**src/timer_b_params.svh**
```systemverilog
// constants for the type b timer pair block
`ifndef TIMER_B_PARAMS_SVH
`define TIMER_B_PARAMS_SVH
`define TB_EVEN_CTRL_OFS   12'h000
`define TB_ODD_CTRL_OFS    12'h010
`define TB_EVEN_COUNT_OFS  12'h020
`define TB_ODD_COUNT_OFS   12'h030
`define TB_PERIOD_OFS      12'h040
`define TB_ON_BIT          15
`define TB_STOP_IN_IDLE_BIT        13
`define TB_GATE_BIT        7
`define TB_PS_LSB          4
`define TB_PAIR_BIT        3
`define TB_CS_BIT          1
`define TB_EVEN_MASK       32'h0000_a0fa
`define TB_ODD_MASK        32'h0000_a0f2
`define TB_CTRL_RESET      8'h00
`endif

```
**src/timer_b_pkg.sv**
```systemverilog
// types for the type b timer pair block
package timer_b_pkg;
  typedef struct packed {
    logic       on;
    logic       stop_in_idle;
    logic       gated_accumulate_enable;
    logic [2:0] input_prescale_select;
    logic       pair_wide_mode;
    logic       clock_source_select;
  } tb_ctrl_t;
  typedef enum logic [1:0] {
    ST_IDLE   = 2'b00,
    ST_ACCESS = 2'b01
  } apb_state_t;
endpackage

```
**src/timer_b_pair.sv**
```systemverilog
// type b timer pair: even and odd channel with apb control
//
// Local design decisions: the APB register port and the register offsets.
`timescale 1ns/1ps
`include "timer_b_params.svh"
module timer_b_pair
  import timer_b_pkg::*;
(
  input  wire logic        pclk,
  input  wire logic        presetn,
  input  wire logic        psel,
  input  wire logic        penable,
  input  wire logic        pwrite,
  input  wire logic [11:0] paddr,
  input  wire logic [31:0] pwdata,
  output logic [31:0]      prdata,
  output logic             pready,
  output logic             pslverr,
  input  wire logic        idle_mode,
  input  wire logic        even_ext_clk,
  input  wire logic        odd_ext_clk,
  input  wire logic        even_gate,
  input  wire logic        odd_gate,
  output logic [31:0]      count_q,
  output logic             pair_q
);
  tb_ctrl_t   even_q;
  tb_ctrl_t   odd_q;
  tb_ctrl_t   even_eff;
  tb_ctrl_t   odd_eff;
  logic [31:0] period_q;
  logic        even_tick;
  logic        odd_tick;
  logic        wr;
  logic        rd;
  logic [31:0] rd_d;
  logic        err_d;
  logic        wrap_lo;
  logic        wrap_hi;

  function automatic tb_ctrl_t unpack_ctrl(input logic [31:0] w, input logic even);
    tb_ctrl_t c;
    c.on                      = w[`TB_ON_BIT];
    c.stop_in_idle            = w[`TB_STOP_IN_IDLE_BIT];
    c.gated_accumulate_enable = w[`TB_GATE_BIT];
    c.input_prescale_select   = w[`TB_PS_LSB+2:`TB_PS_LSB];
    // pairing bit only on even channel
    c.pair_wide_mode          = even & w[`TB_PAIR_BIT];
    c.clock_source_select     = w[`TB_CS_BIT];
    unpack_ctrl = c;
  endfunction

  function automatic logic [31:0] pack_ctrl(input tb_ctrl_t c);
    logic [31:0] w;
    w = 32'h0000_0000;
    w[`TB_ON_BIT]   = c.on;
    w[`TB_STOP_IN_IDLE_BIT] = c.stop_in_idle;
    // gate reads zero with external source
    w[`TB_GATE_BIT] = c.gated_accumulate_enable & ~c.clock_source_select;
    w[`TB_PS_LSB+2:`TB_PS_LSB] = c.input_prescale_select;
    w[`TB_PAIR_BIT] = c.pair_wide_mode;
    w[`TB_CS_BIT]   = c.clock_source_select;
    pack_ctrl = w;
  endfunction

  // zero-wait slave: access phase completes at once
  assign wr = psel & penable & pwrite;
  assign rd = psel & penable & ~pwrite;

  always_ff @(posedge pclk or negedge presetn)
  begin
    if (!presetn)
    begin
      even_q <= tb_ctrl_t'(`TB_CTRL_RESET);
      odd_q  <= tb_ctrl_t'(`TB_CTRL_RESET);
    end
    else if (wr)
    begin
      if (paddr == `TB_EVEN_CTRL_OFS)
        even_q <= unpack_ctrl(pwdata, 1'b1);
      else if (paddr == `TB_ODD_CTRL_OFS)
        odd_q <= unpack_ctrl(pwdata, 1'b0);
    end
  end

  always_ff @(posedge pclk or negedge presetn)
  begin
    if (!presetn)
      period_q <= 32'hffff_ffff;
    else if (wr && paddr == `TB_PERIOD_OFS)
      period_q <= pwdata;
  end

  always_comb
  begin
    even_eff = even_q;
    even_eff.gated_accumulate_enable = even_q.gated_accumulate_enable & ~even_q.clock_source_select;
    odd_eff = odd_q;
    odd_eff.gated_accumulate_enable = odd_q.gated_accumulate_enable & ~odd_q.clock_source_select;
    // paired mode: odd settings except idle bit replaced by even's
    // odd idle bit still halts the whole paired count
    if (even_q.pair_wide_mode)
    begin
      odd_eff = even_eff;
      odd_eff.stop_in_idle = odd_q.stop_in_idle;
    end
  end

  timer_b_unit u_even (
    .pclk      (pclk),
    .presetn   (presetn),
    .cfg       (even_eff),
    .idle_mode (idle_mode),
    .ext_clk   (even_ext_clk),
    .gate_in   (even_gate),
    .tick      (even_tick)
  );

  timer_b_unit u_odd (
    .pclk      (pclk),
    .presetn   (presetn),
    .cfg       (odd_eff),
    .idle_mode (idle_mode),
    .ext_clk   (odd_ext_clk),
    .gate_in   (odd_gate),
    .tick      (odd_tick)
  );

  assign wrap_lo = (count_q[15:0] == period_q[15:0]);
  assign wrap_hi = (count_q[31:16] == period_q[31:16]);

  // paired 32-bit count and independent halves
  always_ff @(posedge pclk or negedge presetn)
  begin
    if (!presetn)
      count_q <= 32'h0000_0000;
    else if (wr && paddr == `TB_EVEN_COUNT_OFS)
      count_q[15:0] <= pwdata[15:0];
    else if (wr && paddr == `TB_ODD_COUNT_OFS)
      count_q[31:16] <= pwdata[15:0];
    else if (even_q.pair_wide_mode)
    begin
      // paired count also needs the odd idle bit clear to advance in idle mode
      if (even_tick && !(odd_q.stop_in_idle && idle_mode))
      begin
        if (wrap_lo && wrap_hi)
          count_q <= 32'h0000_0000;
        else
          count_q <= count_q + 32'h0000_0001;
      end
    end
    else
    begin
      if (even_tick)
        count_q[15:0] <= wrap_lo ? 16'h0000 : count_q[15:0] + 16'h0001;
      if (odd_tick)
        count_q[31:16] <= wrap_hi ? 16'h0000 : count_q[31:16] + 16'h0001;
    end
  end

  always_ff @(posedge pclk or negedge presetn)
  begin
    if (!presetn)
      pair_q <= 1'b0;
    else
      pair_q <= even_q.pair_wide_mode;
  end

  always_comb
  begin
    rd_d  = 32'h0000_0000;
    err_d = 1'b0;
    if (paddr == `TB_EVEN_CTRL_OFS)
      rd_d = pack_ctrl(even_q) & `TB_EVEN_MASK;
    else if (paddr == `TB_ODD_CTRL_OFS)
      rd_d = pack_ctrl(odd_q) & `TB_ODD_MASK;
    else if (paddr == `TB_EVEN_COUNT_OFS)
      rd_d = {16'h0000, count_q[15:0]};
    else if (paddr == `TB_ODD_COUNT_OFS)
      rd_d = {16'h0000, count_q[31:16]};
    else if (paddr == `TB_PERIOD_OFS)
      rd_d = period_q;
    else
      err_d = 1'b1;
  end

  // registered answer; pready high one cycle after setup
  always_ff @(posedge pclk or negedge presetn)
  begin
    if (!presetn)
    begin
      prdata  <= 32'h0000_0000;
      pready  <= 1'b0;
      pslverr <= 1'b0;
    end
    else
    begin
      pready  <= psel & ~penable;
      pslverr <= psel & ~penable & err_d;
      if (psel && !penable && !pwrite)
        prdata <= rd_d;
    end
  end

  off_hold_a: assert property (@(posedge pclk) disable iff (!presetn)
    (!even_q.on && !even_q.pair_wide_mode && !wr) |=> $stable(count_q[15:0]))
    else $error("even half moved while disabled");
  idle_hold_a: assert property (@(posedge pclk) disable iff (!presetn)
    (idle_mode && even_q.stop_in_idle) |-> !even_tick)
    else $error("tick while stopped in idle");
  gate_read_a: assert property (@(posedge pclk) disable iff (!presetn)
    (pready && !pwrite && paddr == `TB_EVEN_CTRL_OFS && even_q.clock_source_select) |-> !prdata[`TB_GATE_BIT])
    else $error("gate bit read nonzero");
  gate_block_a: assert property (@(posedge pclk) disable iff (!presetn)
    (even_eff.gated_accumulate_enable && !even_gate) |-> !even_tick)
    else $error("tick with gate low");
  // divide by two spacing, config rewrite excluded
  div_two_a: assert property (@(posedge pclk) disable iff (!presetn)
    (even_tick && even_q.input_prescale_select == 3'h1 && !even_q.clock_source_select && !wr) |=> !even_tick)
    else $error("prescale two ticks back to back");
  pair_carry_a: assert property (@(posedge pclk) disable iff (!presetn)
    (even_q.pair_wide_mode && even_tick && !idle_mode && count_q[15:0] == 16'hffff && !wrap_lo && !wr)
    |=> count_q[31:16] == $past(count_q[31:16]) + 16'h0001)
    else $error("no carry in paired mode");
  odd_pair_a: assert property (@(posedge pclk) disable iff (!presetn)
    !odd_q.pair_wide_mode)
    else $error("odd pairing bit set");
  upper_zero_a: assert property (@(posedge pclk) disable iff (!presetn)
    (pready && !pwrite && (paddr == `TB_EVEN_CTRL_OFS || paddr == `TB_ODD_CTRL_OFS)) |-> prdata[31:16] == 16'h0000)
    else $error("upper control bits nonzero");
  // paired count moves only on even ticks
  odd_follow_a: assert property (@(posedge pclk) disable iff (!presetn)
    (even_q.pair_wide_mode && !even_tick && !wr) |=> $stable(count_q))
    else $error("paired count moved without even tick");

  pair_cov_c: cover property (@(posedge pclk) disable iff (!presetn) even_q.pair_wide_mode && even_tick);
  gate_cov_c: cover property (@(posedge pclk) disable iff (!presetn) even_eff.gated_accumulate_enable && even_tick);
  ps256_cov_c: cover property (@(posedge pclk) disable iff (!presetn) even_q.input_prescale_select == 3'h7 && even_tick);
  odd_cov_c: cover property (@(posedge pclk) disable iff (!presetn) !even_q.pair_wide_mode && odd_tick);
endmodule

```
**src/timer_b_unit.sv**
```systemverilog
// one timer channel: tick generation with prescale and gating
`timescale 1ns/1ps
`include "timer_b_params.svh"
module timer_b_unit
  import timer_b_pkg::*;
(
  input  wire logic     pclk,
  input  wire logic     presetn,
  input  wire tb_ctrl_t cfg,
  input  wire logic     idle_mode,
  input  wire logic     ext_clk,
  input  wire logic     gate_in,
  output logic          tick
);
  logic [7:0] ps_cnt_q;
  logic       ext_q;
  logic       src_edge;
  logic       run;
  logic       last;

  // prescale code to terminal count
  function automatic logic [7:0] ps_limit(input logic [2:0] code);
    if (code == 3'h7)
      ps_limit = 8'hff;
    else
      ps_limit = 8'((9'h1 << code) - 9'h1);
  endfunction

  always_ff @(posedge pclk or negedge presetn)
  begin
    if (!presetn)
      ext_q <= 1'b0;
    else
      ext_q <= ext_clk;
  end

  assign src_edge = cfg.clock_source_select ? (ext_clk & ~ext_q) : 1'b1;
  assign run = cfg.on & ~(cfg.stop_in_idle & idle_mode);
  assign last = (ps_cnt_q == ps_limit(cfg.input_prescale_select));

  // gating counts only while gate high
  always_ff @(posedge pclk or negedge presetn)
  begin
    if (!presetn)
      ps_cnt_q <= 8'h00;
    else if (!run)
      ps_cnt_q <= 8'h00;
    else if (src_edge && (!cfg.gated_accumulate_enable || gate_in))
    begin
      if (last)
        ps_cnt_q <= 8'h00;
      else
        ps_cnt_q <= ps_cnt_q + 8'h01;
    end
  end

  assign tick = run & src_edge & (!cfg.gated_accumulate_enable | gate_in) & last;
endmodule

```
**config.mk**
```make
export PLATFORM = sky130hd
export DESIGN_NAME = timer_b_pair
export DESIGN_NICKNAME = d
export VERILOG_FILES = /design/src/timer_b_pkg.sv /design/src/timer_b_pair.sv /design/src/timer_b_unit.sv
export VERILOG_INCLUDE_DIRS = /design/src /design/src/src
export SDC_FILE = /design/constraint.sdc
export NUM_CORES = 1
export LEC_CHECK = 0
export BUFFER_PORTS_ARGS = -buffer_cell sky130_fd_sc_hd__buf_2
export CORE_UTILIZATION = 52
export DETAILED_ROUTE_END_ITERATION = 6
export PLACE_DENSITY_LB_ADDON = 0.25
export SKIP_LAST_GASP = 1
export SLEW_MARGIN = 0
export SYNTH_ARGS = -nofsm -noshare
export SYNTH_HDL_FRONTEND = slang
export SYNTH_SLANG_ARGS = --single-unit
```
**constraint.sdc**
```tcl
create_clock -name pclk -period 3.4 [get_ports pclk]
set_clock_uncertainty 0.05 [all_clocks]
set_input_delay 0.68 -clock pclk [delete_from_list [all_inputs] [get_ports pclk]]
set_output_delay 0.68 -clock pclk [all_outputs]
set_load 0.01 [all_outputs]
```
==> impl_metrics.csv <==
group,metric,value,unit
run_status,status,"complete, but fails checks",
run_status,violations,"design-rule violations",
placed_design,dp.cells,1172,
clocking,cts.sinks,132,
setup_path,regToRegStartpoint,"even_eff[1]",
logic_synthesis,synth_edf_count,0,
clocking,cts_buffer_depth,2,
clocking,clock_latency,430,ps
power_and_ir_drop,p_sw,0.917,mW
sta,finalMaxSlewViolations,0,
final_layout,n_antenna_cell,0,
sta,period_share,0.974,
logic_synthesis,yosys.area_share.simple,0.199,
final_layout,nNetsFinal,1073,
detailed_routing,ant_nets,0,
final_layout,multiInputGateArea,4340,sq um
run,maxCapViolations,0,
setup_path,path_delay_family,"compound AO/OA/AOI/OAI gates",
clocking,cts_buffers,17,
die,design.core.area,14700,sq um
logic_synthesis,synth_top_area_share,0.317,
final_layout,fillers,1223,
logic_synthesis,ys_warn_count,0,
sta,period_needed,3310,ps
grt,grt_pass1_vias,7207,
sta,slew-limit-headroom,0.326,
logic_synthesis,synthMuxAreaShare,0.105,
clocking,root_buffer,"clkbuf_16",
logic_synthesis,syn_area,7910,sq um
logic_synthesis,synth_top_area_cell,"dfrtp_1",
power_and_ir_drop,seqPwrFrac,0.445,
final_layout,stdcell_count,1210,
setup_path,cp-end-kind,"register",
logic_synthesis,synthTopCellsByCount,"nand2_1 (115), dfrtp_1 (100), o21ai_0 (64), mux2_2 (50), nor2_1 (49)",
power_and_ir_drop,powerDensity,369,nW/um^2
power_and_ir_drop,p_clk_frac,0.503,
setup_path,path_class,"reg2reg",
detailed_routing,totalWireLength,26100,um
sta,finalSetupViolCount,0,
detailed_routing,drt-vias-per-instance,6.45,
placed_design,gp_congestion,0.981,
setup_path,critPathMaxFanout,6,
grt,grtUsageTotal,0.339,
grt,overflow,0,
placed_design,dpl.hpwl,18800,um
setup_path,cp_cell_sequence,"mux2_2 -> nor2_2 -> nand2_1 -> ha_1 -> or3b_2 -> a31oi_1 -> a311oi_2 -> a2111oi_2 -> a221oi_4 -> buf_4 -> a2111oi_1 -> a21oi_1",
detailed_routing,drt_first_pass_iters,7,
power_and_ir_drop,power_frac_comb,0.052,
setup_path,rrSetupSlack,90,ps
detailed_routing,avgRoutedWirePerCell,21.6,um
logic_synthesis,synth_top_family_by_area,"simple AND/OR/NAND/NOR gates",
detailed_routing,drc_errors,12,
die,start_util,0.538,
die,die_y,125,um
power_and_ir_drop,p_sw_frac,0.256,
logic_synthesis,synth-adder-area-share,0.00950,
grt,antenna_found_initial,0,
sta,final_hold_viol_count,0,
logic_synthesis,synth_compound_area_frac,0.184,
logic_synthesis,post_synth_inst_count,853,
logic_synthesis,ys_seq_elements,132,
detailed_routing,drtIter0Drc,886,
sta,finalWorstSetupSlack,88.8,ps
logic_synthesis,seq_area_frac_synth,0.423,
die,rows,44,
clocking,clk_pin_slew,60,ps
detailed_routing,num_vias,7800,
grt,grt_pass1_wl,40400,um
power_and_ir_drop,p_int,2.67,mW
logic_synthesis,synthesis.nets,913,
die,die-area,15700,sq um
die,die_w,125,um
hold_path,holdCritPathClass,"in2async",
sta,max_freq,302,MHz
setup_path,max_stage_delay,460,ps
final_layout,seqCellArea,3340,sq um
final_layout,areaGrowthSynthToFinish,22.8,%
setup_path,ff2ff_path_depth,12,
logic_synthesis,synth-xor-area-share,0.0454,
logic_synthesis,synthArstFlopShare,1.00,
logic_synthesis,yosys.cell_count.top_type,"nand2_1",
setup_path,r2r-end,"count_q[21]",
final_layout,drive_gt1_frac,0.321,
setup_path,arrival,3560,ps
logic_synthesis,synthFlopType,"dfrtp_1",
placed_design,port-buffer-count,120,
clocking,h-tree-depth,4,
power_and_ir_drop,totalPowerFinal,3.59,mW
logic_synthesis,syn_avg_cell_area,9.27,sq um
die,io_pins,121,
logic_synthesis,synth.area.top_cells,"dfrtp_1 (32%), dfstp_2 (11%), mux2_2 (7.1%), nand2_1 (5.5%), o21ai_0 (4.1%)",
placed_design,post-place-ws,-16.7,ps
logic_synthesis,yosysUniqueCellTypes,78,
setup_path,cpMaxStageDelayCell,"or3b_2",
sta,tightest_slew,1010,ps
power_and_ir_drop,leakagePower,4.57,nW
grt,grt_start_max_net_pins,58,
sta,rsz0062_at_grt,"true",
setup_path,cp-start-kind,"register",
setup_path,critPathRequiredTime,3650,ps
clocking,cts_tree,"yes",
setup_path,cp.buffers_inverters,1,
power_and_ir_drop,ir_drop,0.000323,V
sta,tns,0,ps
## cell usage in the layout, fill, tap and decap left out, types with 7 or more instances in the layout
cell type / n
a21boi_0: 9
a21boi_1: 8
a21oi_1: 39
a221o_1: 14
a222oi_1: 7
a31oi_1: 8
and3_1: 9
buf_2: 119
buf_4: 69
clkbuf_16: 17
dfrtp_1: 99
dfstp_2: 32
inv_1: 17
mux2_2: 50
mux2i_1: 23
nand2_1: 115
nand2b_1: 7
nand3_1: 40
nand4_1: 13
nor2_1: 48
nor3_1: 21
nor4_1: 13
o21ai_0: 64
xnor2_1: 22
xor2_1: 19
## per-stage QoR
step	cell area (sq um)	hold WS, ps	utilization
finish	9710	173	0.661
detailed placement	9050	401	0.615
floorplan	7910	334	-
global route	9710	214	0.661
CTS	9640	190	0.656
global placement	9050	394	0.615
## routing by layer
metal  up-vias  global-route usage  routed length (um)
li1       3469                   -                   -
met1      3773               0.486               11300
met2       484               0.486               11200
met3        74              0.0886                2710
met4         0               0.138                 877
met5         -                   0                   0
## how the worst max path moves through the flow
stage | start | end | slack (ps) | cells past startpoint
final | even_eff[1] | count_q[21] | 90 | 12
after global placement | even_eff[1] | count_q[21] | 40 | 11
after CTS | even_eff[1] | count_q[21] | 10 | 12
after global routing | even_eff[1] | count_q[21] | -40 | 12
after detailed placement | even_eff[1] | count_q[21] | -20 | 11
after floorplan | even_eff[1] | count_q[20] | 20 | 13
## sequential cells by signal, summed over array words and instances (netlist names)
register and flops:
u_odd.ext_q 1, pair_q 1, odd_q 7, pready 1, u_even.ext_q 1, u_even.ps_cnt_q 8, count_q 32, even_eff 7
pslverr 1, prdata 32, period_q 32, u_odd.ps_cnt_q 8, even_q 1
## final cells by class
type	count	area share
Clock buffer	18	0.0442
Multi-Input combinational cell	653	0.447
Tap cell	184	0.0237
Timing Repair Buffer	191	0.119
Inverter	18	0.00696
Clock inverter	14	0.0146
Sequential cell	132	0.344
## logic make-up after synthesis
family / count (synthesis)
simple gates: 316
compound gates: 214
flops: 132
mux: 76
buf+inv: 68
xor+xnor: 41
fa+ha+maj: 6
## repair_timing
action	4_1_cts	5_1_grt
hold endpoints to repair	0	0
gates resized for setup	0	12
pin swaps	1	2
hold buffers	0	0
setup endpoints to repair	2	39
setup buffers	3	3
## power groups by stage
| stage | clock network, mW | registers [mW] | logic (mW) |
|---|---|---|---|
| 2_1_floorplan | 0 | 1.62 | 0.0596 |
| 3_3_place_gp | 0 | 1.62 | 0.182 |
| 3_5_place_dp | 0 | 1.62 | 0.184 |
| 4_1_cts | 1.81 | 1.59 | 0.185 |
| 5_1_grt | 1.87 | 1.60 | 0.204 |
| 6_report | 1.80 | 1.60 | 0.187 |
No activity file was read; power rests on OpenSTA's default activity.
